--- config.mk ---
export PLATFORM = sky130hd
export DESIGN_NAME = oplc_core
export DESIGN_NICKNAME = d
export VERILOG_FILES = /design/src/rtl/oplc_pkg.sv /design/src/rtl/oplc_core.sv
export VERILOG_INCLUDE_DIRS = /design/src /design/src/rtl
export SDC_FILE = /design/constraint.sdc
export NUM_CORES = 1
export LEC_CHECK = 0
export BUFFER_PORTS_ARGS = -buffer_cell sky130_fd_sc_hd__buf_2
export CAP_MARGIN = 20
export CORE_MARGIN = 2
export CORE_UTILIZATION = 52
export CTS_BUF_LIST = sky130_fd_sc_hd__clkbuf_8
export DETAILED_ROUTE_END_ITERATION = 10
export PLACE_DENSITY_LB_ADDON = 0.12
export REMOVE_ABC_BUFFERS = 1
export SKIP_CTS_REPAIR_TIMING = 1
export SLEW_MARGIN = 25
export SYNTH_ARGS = -nofsm -noshare
export SYNTH_HDL_FRONTEND = slang
export SYNTH_SLANG_ARGS = --single-unit
export TNS_END_PERCENT = 10
--- constraint.sdc ---
create_clock -name clk -period 1.14 [get_ports clk]
set_clock_uncertainty 0.05 [all_clocks]
set_input_delay 0.171 -clock clk [delete_from_list [all_inputs] [get_ports clk]]
set_output_delay 0.171 -clock clk [all_outputs]
set_load 0.01 [all_outputs]
--- src/rtl/oplc_defs.svh ---
// constants for the output protection and limit configuration block
`ifndef OPLC_DEFS_SVH
`define OPLC_DEFS_SVH

`define OPLC_REG_CURR_ERR 3'h0
`define OPLC_REG_VOLT_ERR 3'h1
`define OPLC_REG_OFF_CURR 3'h2
`define OPLC_REG_OFF_VOLT 3'h3
`define OPLC_REG_ON_CURR 3'h4
`define OPLC_REG_ON_VOLT 3'h5
`define OPLC_REG_OFF_SEL 3'h6
`define OPLC_BIT_FIXED_LIMIT 7
`define OPLC_BIT_PROT_EN 6
`define OPLC_BIT_ESR_EN 5
`define OPLC_BIT_ESE_INIT 4
`define OPLC_BIT_ERR_MSG 3
`define OPLC_BIT_PROT_OFF 2
`define OPLC_BIT_MEAS_ERR 1
`define OPLC_BIT_MEAS_OFF 0
`define OPLC_SEL_VMAX 0
`define OPLC_SEL_IMAX 1
`define OPLC_SEL_IOFF 4
`define OPLC_SEL_VOFF 3
`define OPLC_ESE_WITH_PROT 8'h48
`define OPLC_ESE_PLAIN 8'h08
`define OPLC_ESE_PROT_BIT 3
`define OPLC_ERRNUM_CURR 10'h12F
`define OPLC_ERRNUM_VOLT 10'h130
`define OPLC_CODE_STD_CURR 8'h80
`define OPLC_CODE_STD_VOLT 8'h00
`define OPLC_CODE_MIN 8'h00
`define OPLC_CODE_MAX 8'hFF

`endif

--- src/rtl/oplc_pkg.sv ---
// types for the output protection and limit configuration block
package oplc_pkg;
  typedef logic [2:0] oplc_addr_type;
  typedef logic [7:0] oplc_byte_type;
  typedef logic [9:0] oplc_errnum_type;
endpackage : oplc_pkg

--- src/rtl/oplc_core.sv ---
// protection and limit configuration registers and limit dac steering
`timescale 1ns/10ps
`include "oplc_defs.svh"

// Overview of operation
// - current byte bit7 fixes on-state current limit
// - current protection detection only when bit6 set
// - bit5 enables current-protect esr/ese bit
// - bit4 together with bit5 loads ese 72 at reset, otherwise 8
// - bit3 makes current-protect error number 303
// - bit2 turns output off on current-protect
// - bit1 current measure error raises device error
// - bit0 current measure error shuts output down
// - code and error bytes accept 00..FF, selector keeps bits 4..0, read returns one byte
// - voltage byte bit7 fixes on-state voltage limit
// - voltage protection detection only when bit6 set
// - bit3 makes voltage-protect error number 304
// - bit2 turns output off on voltage-protect
// - bit1 voltage measure error raises device error
// - bit0 makes voltage device error turn off
// - selector bit4 uses off current code
// - selector bit3 uses off voltage code
// - current bit7 uses on current code
// - voltage bit7 uses on voltage code
// - limit code read returns stored dac code
// - selector bits 0/1 force maximum limit
module oplc_core
(
  input wire logic clk,
  input wire logic rst,
  input wire logic cfg_wr,
  input wire logic cfg_rd,
  input wire oplc_pkg::oplc_addr_type cfg_addr,
  input wire oplc_pkg::oplc_byte_type cfg_wdata,
  output oplc_pkg::oplc_byte_type cfg_rdata,
  output logic cfg_rvalid,
  input wire logic output_on_pin,
  input wire logic current_mode_pin,
  input wire logic curr_over_prot_pin,
  input wire logic volt_over_prot_pin,
  input wire logic curr_meas_err_pin,
  input wire logic volt_meas_err_pin,
  output oplc_pkg::oplc_byte_type curr_limit_dac,
  output oplc_pkg::oplc_byte_type volt_limit_dac,
  output oplc_pkg::oplc_byte_type ese_init,
  output logic esr_curr_prot,
  output logic error_pulse,
  output oplc_pkg::oplc_errnum_type error_number,
  output logic device_error,
  output logic force_output_off
);
  import oplc_pkg::*;

  // configuration bytes
  oplc_byte_type curr_err_q;
  oplc_byte_type curr_err_d;
  oplc_byte_type volt_err_q;
  oplc_byte_type volt_err_d;
  oplc_byte_type off_curr_q;
  oplc_byte_type off_curr_d;
  oplc_byte_type off_volt_q;
  oplc_byte_type off_volt_d;
  oplc_byte_type on_curr_q;
  oplc_byte_type on_curr_d;
  oplc_byte_type on_volt_q;
  oplc_byte_type on_volt_d;
  logic [4:0] off_sel_q;
  logic [4:0] off_sel_d;
  // read answer
  oplc_byte_type rdata_q;
  oplc_byte_type rdata_d;
  logic rvalid_q;
  logic rvalid_d;
  // pin synchroniser chain and the previous synchronised level
  logic [5:0] sync1_q;
  logic [5:0] sync1_d;
  logic [5:0] sync2_q;
  logic [5:0] sync2_d;
  logic [5:0] sync_edge_q;
  logic [5:0] sync_edge_d;
  logic [3:0] pin_rise;
  // limit dac codes
  oplc_byte_type idac_q;
  oplc_byte_type idac_d;
  oplc_byte_type vdac_q;
  oplc_byte_type vdac_d;
  // event enable init value
  oplc_byte_type ese_q;
  oplc_byte_type ese_d;
  // event reporting
  logic esr_q;
  logic esr_d;
  logic errp_q;
  logic errp_d;
  oplc_errnum_type errnum_q;
  oplc_errnum_type errnum_d;
  logic deverr_q;
  logic deverr_d;
  logic off_q;
  logic off_d;
  // synchronised levels, rising edges and gated detections
  logic out_on;
  logic cur_mode;
  logic ip_rise;
  logic vp_rise;
  logic im_rise;
  logic vm_rise;
  logic ip_det;
  logic vp_det;
  logic im_det;
  logic vm_det;

  // register read mux, used for read data
  function automatic oplc_byte_type reg_read(input oplc_addr_type a);
    case (a)
      `OPLC_REG_CURR_ERR: reg_read = curr_err_q;
      `OPLC_REG_VOLT_ERR: reg_read = volt_err_q;
      `OPLC_REG_OFF_CURR: reg_read = off_curr_q;
      `OPLC_REG_OFF_VOLT: reg_read = off_volt_q;
      `OPLC_REG_ON_CURR: reg_read = on_curr_q;
      `OPLC_REG_ON_VOLT: reg_read = on_volt_q;
      `OPLC_REG_OFF_SEL: reg_read = {3'h0, off_sel_q};
      default: reg_read = 8'h00;
    endcase
  endfunction : reg_read

  // next values of the two-flop synchronisers on the analog status pins
  always_comb
  begin
    sync1_d = {output_on_pin, current_mode_pin, curr_over_prot_pin,
               volt_over_prot_pin, curr_meas_err_pin, volt_meas_err_pin};
    sync2_d = sync1_q;
    sync_edge_d = sync2_q; // only the second flop and this previous-level copy feed any logic
  end

  always_ff @(posedge clk)
  begin
    if (rst)
    begin
      sync1_q <= 6'h00;
      sync2_q <= 6'h00;
      sync_edge_q <= 6'h00;
    end
    else
    begin
      sync1_q <= sync1_d;
      sync2_q <= sync2_d;
      sync_edge_q <= sync_edge_d;
    end
  end

  // synchronised levels that steer the limit dacs
  assign out_on = sync2_q[5];
  assign cur_mode = sync2_q[4];

  // rising edges of the event pins, protect current at bit 3 down to
  // measure voltage at bit 0; a pin already high at reset release counts
  genvar gi;
  generate
    for (gi = 0; gi < 4; gi++)
    begin : g_rise
      assign pin_rise[gi] = sync2_q[gi] & ~sync_edge_q[gi];
    end
  endgenerate

  // named edges for the detection logic
  assign ip_rise = pin_rise[3];
  assign vp_rise = pin_rise[2];
  assign im_rise = pin_rise[1];
  assign vm_rise = pin_rise[0];

  // configuration byte writes and read answer
  always_comb
  begin
    curr_err_d = curr_err_q;
    volt_err_d = volt_err_q;
    off_curr_d = off_curr_q;
    off_volt_d = off_volt_q;
    on_curr_d = on_curr_q;
    on_volt_d = on_volt_q;
    off_sel_d = off_sel_q;
    if (cfg_wr)
    begin
      case (cfg_addr)
        `OPLC_REG_CURR_ERR: curr_err_d = cfg_wdata;
        `OPLC_REG_VOLT_ERR: volt_err_d = cfg_wdata;
        `OPLC_REG_OFF_CURR: off_curr_d = cfg_wdata;
        `OPLC_REG_OFF_VOLT: off_volt_d = cfg_wdata;
        `OPLC_REG_ON_CURR: on_curr_d = cfg_wdata;
        `OPLC_REG_ON_VOLT: on_volt_d = cfg_wdata;
        `OPLC_REG_OFF_SEL: off_sel_d = cfg_wdata[4:0];
        default: ;
      endcase
    end
    rvalid_d = cfg_rd;
    rdata_d = cfg_rd ? reg_read(cfg_addr) : rdata_q;
  end

  always_ff @(posedge clk)
  begin
    if (rst)
    begin
      curr_err_q <= 8'h00;
      volt_err_q <= 8'h00;
      off_curr_q <= `OPLC_CODE_STD_CURR;
      off_volt_q <= `OPLC_CODE_STD_VOLT;
      on_curr_q <= `OPLC_CODE_STD_CURR;
      on_volt_q <= `OPLC_CODE_STD_VOLT;
      off_sel_q <= 5'h00;
      rdata_q <= 8'h00;
      rvalid_q <= 1'b0;
    end
    else
    begin
      curr_err_q <= curr_err_d;
      volt_err_q <= volt_err_d;
      off_curr_q <= off_curr_d;
      off_volt_q <= off_volt_d;
      on_curr_q <= on_curr_d;
      on_volt_q <= on_volt_d;
      off_sel_q <= off_sel_d;
      rdata_q <= rdata_d;
      rvalid_q <= rvalid_d;
    end
  end

  // detection gated by protection enables and operating mode
  assign ip_det = ip_rise & curr_err_q[`OPLC_BIT_PROT_EN];
  assign vp_det = vp_rise & volt_err_q[`OPLC_BIT_PROT_EN];
  assign im_det = im_rise & cur_mode;
  assign vm_det = vm_rise & ~cur_mode;

  // limit dac steering from output state, mode and selector bits
  always_comb
  begin
    idac_d = `OPLC_CODE_MIN;
    vdac_d = `OPLC_CODE_MIN;
    if (out_on)
    begin
      // output on: full scale unless the mode's byte fixes a limit
      idac_d = `OPLC_CODE_MAX;
      vdac_d = `OPLC_CODE_MAX;
      if (!cur_mode && curr_err_q[`OPLC_BIT_FIXED_LIMIT])
        idac_d = on_curr_q;
      if (cur_mode && volt_err_q[`OPLC_BIT_FIXED_LIMIT])
        vdac_d = on_volt_q;
    end
    else
    begin
      // output off: maximum forces come last but act in the opposite mode to the off code of the same dac
      if (!cur_mode && off_sel_q[`OPLC_SEL_IOFF])
        idac_d = off_curr_q;
      if (cur_mode && off_sel_q[`OPLC_SEL_VOFF])
        vdac_d = off_volt_q;
      if (!cur_mode && off_sel_q[`OPLC_SEL_VMAX])
        vdac_d = `OPLC_CODE_MAX;
      if (cur_mode && off_sel_q[`OPLC_SEL_IMAX])
        idac_d = `OPLC_CODE_MAX;
    end
  end

  always_ff @(posedge clk)
  begin
    if (rst)
    begin
      idac_q <= `OPLC_CODE_MIN;
      vdac_q <= `OPLC_CODE_MIN;
    end
    else
    begin
      idac_q <= idac_d;
      vdac_q <= vdac_d;
    end
  end

  // power-up and reset value of the event status enable register
  always_comb
  begin
    if (curr_err_q[`OPLC_BIT_ESE_INIT] && curr_err_q[`OPLC_BIT_ESR_EN])
      ese_d = `OPLC_ESE_WITH_PROT;
    else
      ese_d = `OPLC_ESE_PLAIN;
  end

  always_ff @(posedge clk)
  begin
    if (rst)
      ese_q <= `OPLC_ESE_PLAIN;
    else
      ese_q <= ese_d;
  end

  // error reporting and output shutdown; a current protect error keeps
  // its number when both protect errors land in one cycle
  always_comb
  begin
    esr_d = ip_det & curr_err_q[`OPLC_BIT_ESR_EN];
    errp_d = 1'b0;
    errnum_d = errnum_q;
    if (ip_det && curr_err_q[`OPLC_BIT_ERR_MSG])
    begin
      errp_d = 1'b1;
      errnum_d = `OPLC_ERRNUM_CURR;
    end
    else if (vp_det && volt_err_q[`OPLC_BIT_ERR_MSG])
    begin
      errp_d = 1'b1;
      errnum_d = `OPLC_ERRNUM_VOLT;
    end
    deverr_d = (im_det & curr_err_q[`OPLC_BIT_MEAS_ERR])
             | (vm_det & volt_err_q[`OPLC_BIT_MEAS_ERR]);
    off_d = (ip_det & curr_err_q[`OPLC_BIT_PROT_OFF])
          | (vp_det & volt_err_q[`OPLC_BIT_PROT_OFF])
          | (im_det & curr_err_q[`OPLC_BIT_MEAS_OFF])
          | (vm_det & volt_err_q[`OPLC_BIT_MEAS_ERR]
             & volt_err_q[`OPLC_BIT_MEAS_OFF]);
  end

  always_ff @(posedge clk)
  begin
    if (rst)
    begin
      esr_q <= 1'b0;
      errp_q <= 1'b0;
      errnum_q <= 10'h000;
      deverr_q <= 1'b0;
      off_q <= 1'b0;
    end
    else
    begin
      esr_q <= esr_d;
      errp_q <= errp_d;
      errnum_q <= errnum_d;
      deverr_q <= deverr_d;
      off_q <= off_d;
    end
  end

  assign cfg_rdata = rdata_q;
  assign cfg_rvalid = rvalid_q;
  assign curr_limit_dac = idac_q;
  assign volt_limit_dac = vdac_q;
  assign ese_init = ese_q;
  assign esr_curr_prot = esr_q;
  assign error_pulse = errp_q;
  assign error_number = errnum_q;
  assign device_error = deverr_q;
  assign force_output_off = off_q;
endmodule : oplc_core

==> results.txt <==
----------------------------------------------------
[Placement]
  Buffers on Ports ... between 50 and 60
  Worst setup slack after placement ... -0.4197 ns
  Gpl congestion ... about 0.94
  DP HPWL ... just over 8000 um
  Placed cell count ... 665

[Setup path]
  Capture point of the worst reg-to-reg path ... cfg_rdata[4]
  Cell type group with the largest total delay on the critical path ... compound AO/OA/AOI/OAI gates
  Crit-path cells ... mux2_4 -> a32oi_2 -> o211ai_1 -> a32o_1
  Startpoint of the worst-slack reg-to-reg timing path ... off_sel_q[4]
  R2r worst-path depth ... 4
  Critical path data required time ... roughly 1.4 ns
  Highest-delay cell along the critical path ... dfxtp_2
  Total number of cells along the worst setup path ... 4
  Combined buffer and inverter count along the critical path ... 0
  Worst setup slack for register-to-register paths ... -0.18 ns
  Launching element type of the critical path ... register
  Type of the worst setup path ... register to register
  Worst-path fanout max ... 2
  Crit end category ... register
  Largest stage delay on the critical path ... around 0.35 ns
  Critical path data arrival time ... 1.53 ns

[STA]
  Final-report hold violation count ... 0
  Final worst-path setup slack ... -0.1759 ns
  Fin Hold WS ... slightly below 0.008 ns
  Final Setup Violations ... 5
  RSZ-0062 raised after global routing ... yes
  Maximum frequency from static timing analysis ... approximately 760 MHz
  Number of slew-limit violations in the final report ... 0
  Shortest clock period the worst path allows after layout ... 1.316 ns
  Share of the clock period used by the worst path ... 115.4%

[Clock tree]
  Clock tree from TritonCTS ... yes
  Root Buffer Master ... clkbuf_8
  H-Tree Level Count ... 3
  Clock transition time at the flip-flop clock pins of the worst setup and hold paths ... 0.10 ns
  Clock latency at the later pin of the worst-skew pair ... 0.37 ns
  Inserted Clock Buffers ... 9
  Number of sinks driven by the clock tree ... around 100
  Maximum buffer depth of the clock tree ... 2

[Flow run]
  Max-cap violations ... 0

[Synth]
  Synthesized-area fraction occupied by ao, oa, aoi and oai cells ... around an eighth
  Synthesized flop and latch total ... just over 100
  Number of flops mapped to enable cells by yosys ... 0
  Post-Synth Simple-Gate Area ... 24.62%
  Number of warnings printed during yosys synthesis ... 0
  Synthesized area per cell ... roughly 8.6 um2
  Leading register cell type out of synthesis ... dfxtp_1
  Part of the Yosys area used for sequential elements ... between 40% and 50%
  Combinational family with the most area after synthesis ... simple AND/OR/NAND/NOR gates
  Count of different cell masters after synthesis ... 39
  Total standard cell area after synthesis ... between 0.004 and 0.005 mm2
  Fraction of registers with async set/reset ... 0%
  Post-Synth XOR/XNOR Area ... 0%
  Adder-cell share of the synthesized area ... 0%
  Proportion of synthesized area in mux cells ... 6.345%
  Number of cells produced by synthesis ... just under 500

[Floorplanning]
  Die Outline Area ... just under 0.009 mm2
  Initial core utilization ... 53.61%
  Horizontal extent of the die ... about 93 um
  Core Box Area ... about 0.0077 mm2
  Overall die height ... 93.03 um
  Boundary Pins ... a little under 70
  Number of core rows ... 32

[Route]
  Pre-Repair DR Iteration Count ... 5
  Vias after detailed routing ... 3686
  First DRT Iteration DRCs ... 295
  Ratio of routed vias to standard cells ... ~5.4
  Total Wirelength ... roughly 11000 um
  Post-route DRC violation count ... 0
  Average detailed-routed wire length per instance ... 16.31 um
  Remaining number of nets flagged by the antenna check after routing ... 0

[Global route]
  Global-route congestion overflow total ... 0
  Pin count of the biggest net entering global routing ... 60
  Global-route wire length before repair ... between 15000 and 20000 um
  Vias in the first global route ... between 3000 and 4000
  Total global routing track utilization ... 26.59%
  Initial antenna violation count ... 1

[Power]
  IR drop worst, VDD ... 0.8130 mV
  Cell leakage power ... between 0.002 and 0.0025 uW
  Power density over the cells ... about 1300 mW/mm2

[Finish]
  Area occupied by registers ... between 0.002 and 0.0025 mm2
  Fillcell total ... between 600 and 700
  Antenna diode count ... 0
  Net count reported at finish ... roughly 600
  P&R area growth vs syn ... 25.23%
  Final cell count without fillers ... roughly 690
  Total area of multi-input combinational cells ... around 0.0019 mm2
  Fraction of final layout cells sized beyond drive strength 1 ... 29.74%

[Hold path]
  Hold/Removal Path Class ... primary input to register
  Hold path startpoint ... cfg_rd
  Hold Path Sink ... cfg_rdata[6]
  Worst hold path stage count ... 2

[Status]
  Violated checks ... setup timing
  Result of the run ... finished, violations left

----------------------------------------------------
layer usage:
layer  track usage [%]  wire (um)
met3             4.915        645
met1             37.87       5252
met5                 0          0
met2             40.64       5137
met4             9.314        171
Yosys cell counts (all sizes together) (5+ instances only):
cell    number  area (um2)
and2         6       37.54
dfxtp      102        2042
mux2         7       86.33
nor2b       21       136.4
nor2        33       123.9
nor3        19       95.09
and3         7       43.79
a21oi       67       335.3
nand2      106       397.9
buf         28       202.7
clkbuf      12       45.04
mux2i       13       130.1
a22oi        5       37.54
nand3        9       45.04
cell type report:
class                           instances  share of cell area (%)
Tap cell                              102                   2.473
Sequential cell                       102                   39.93
Timing Repair Buffer                  120                   16.19
Multi-Input combinational cell        344                   37.67
Clock buffer                            9                   2.400
Clock inverter                          7                   1.115
Inverter                                3                  0.2182
placed cells by master (no fill, tap or decap), types with 6 or more instances in the layout:
cell type,instances
a21oi_1,62
and3_1,7
buf_2,55
buf_4,51
clkbuf_8,9
conb_1,10
dfxtp_1,89
dfxtp_2,12
dlygate4sd3_1,6
mux2i_1,12
nand2_1,106
nand3_1,9
nor2_1,32
nor2b_1,18
nor3_1,14
cell families after synthesis:
kind of cell           after synthesis
and+or+nand+nor                    219
DFF                                102
AOI/OAI and AO/OA                   93
buffers and inverters               43
muxes                               22
other                                2
metrics by stage:
stage / setup TNS, ns / instance area [um2] / power, uW / utilization, %
after floorplan: -0.1819 / 3904 / 3999 / -
after global placement: -15.08 / 4795 / 4357 / 62.37
after detailed placement: -17.08 / 4795 / 4367 / 62.37
after CTS: -2.650 / 4976 / 6454 / 64.73
after global routing: -1.310 / 5161 / 6731 / 67.14
final: -0.5539 / 5161 / 6467 / 67.14
flip-flops by register name, summed over array words and instances, names as in the netlist:
register / cells
device_error: 1
curr_err_q: 8
sync_edge_q: 4
ese_init: 1
off_curr_q: 8
sync1_q: 6
off_volt_q: 8
on_curr_q: 8
esr_curr_prot: 1
curr_limit_dac: 8
force_output_off: 1
cfg_rvalid: 1
error_number: 3
error_pulse: 1
on_volt_q: 8
sync2_q: 6
cfg_rdata: 8
volt_limit_dac: 8
volt_err_q: 8
off_sel_q: 5
power breakdown:
group	leakage [uW]	internal [uW]	total (uW)	switching [uW]
combinational	0.00130	269	626	357
sequential	0.000835	3650	3710	56.1
clock	0.0000877	820	2130	1310
total	0.00222	4740	6470	1730
worst max path at each step:
| stage | end | from |
|---|---|---|
| floorplan | cfg_rdata[2] | off_curr_q[2] |
| global placement | cfg_rdata[1] | cfg_addr[0] |
| detailed placement | cfg_rdata[1] | cfg_addr[0] |
| CTS | cfg_rdata[4] | off_sel_q[4] |
| global route | cfg_rdata[2] | off_curr_q[2] |
| finish | cfg_rdata[4] | off_sel_q[4] |
Note: power is estimated with default switching activity, not from simulation.
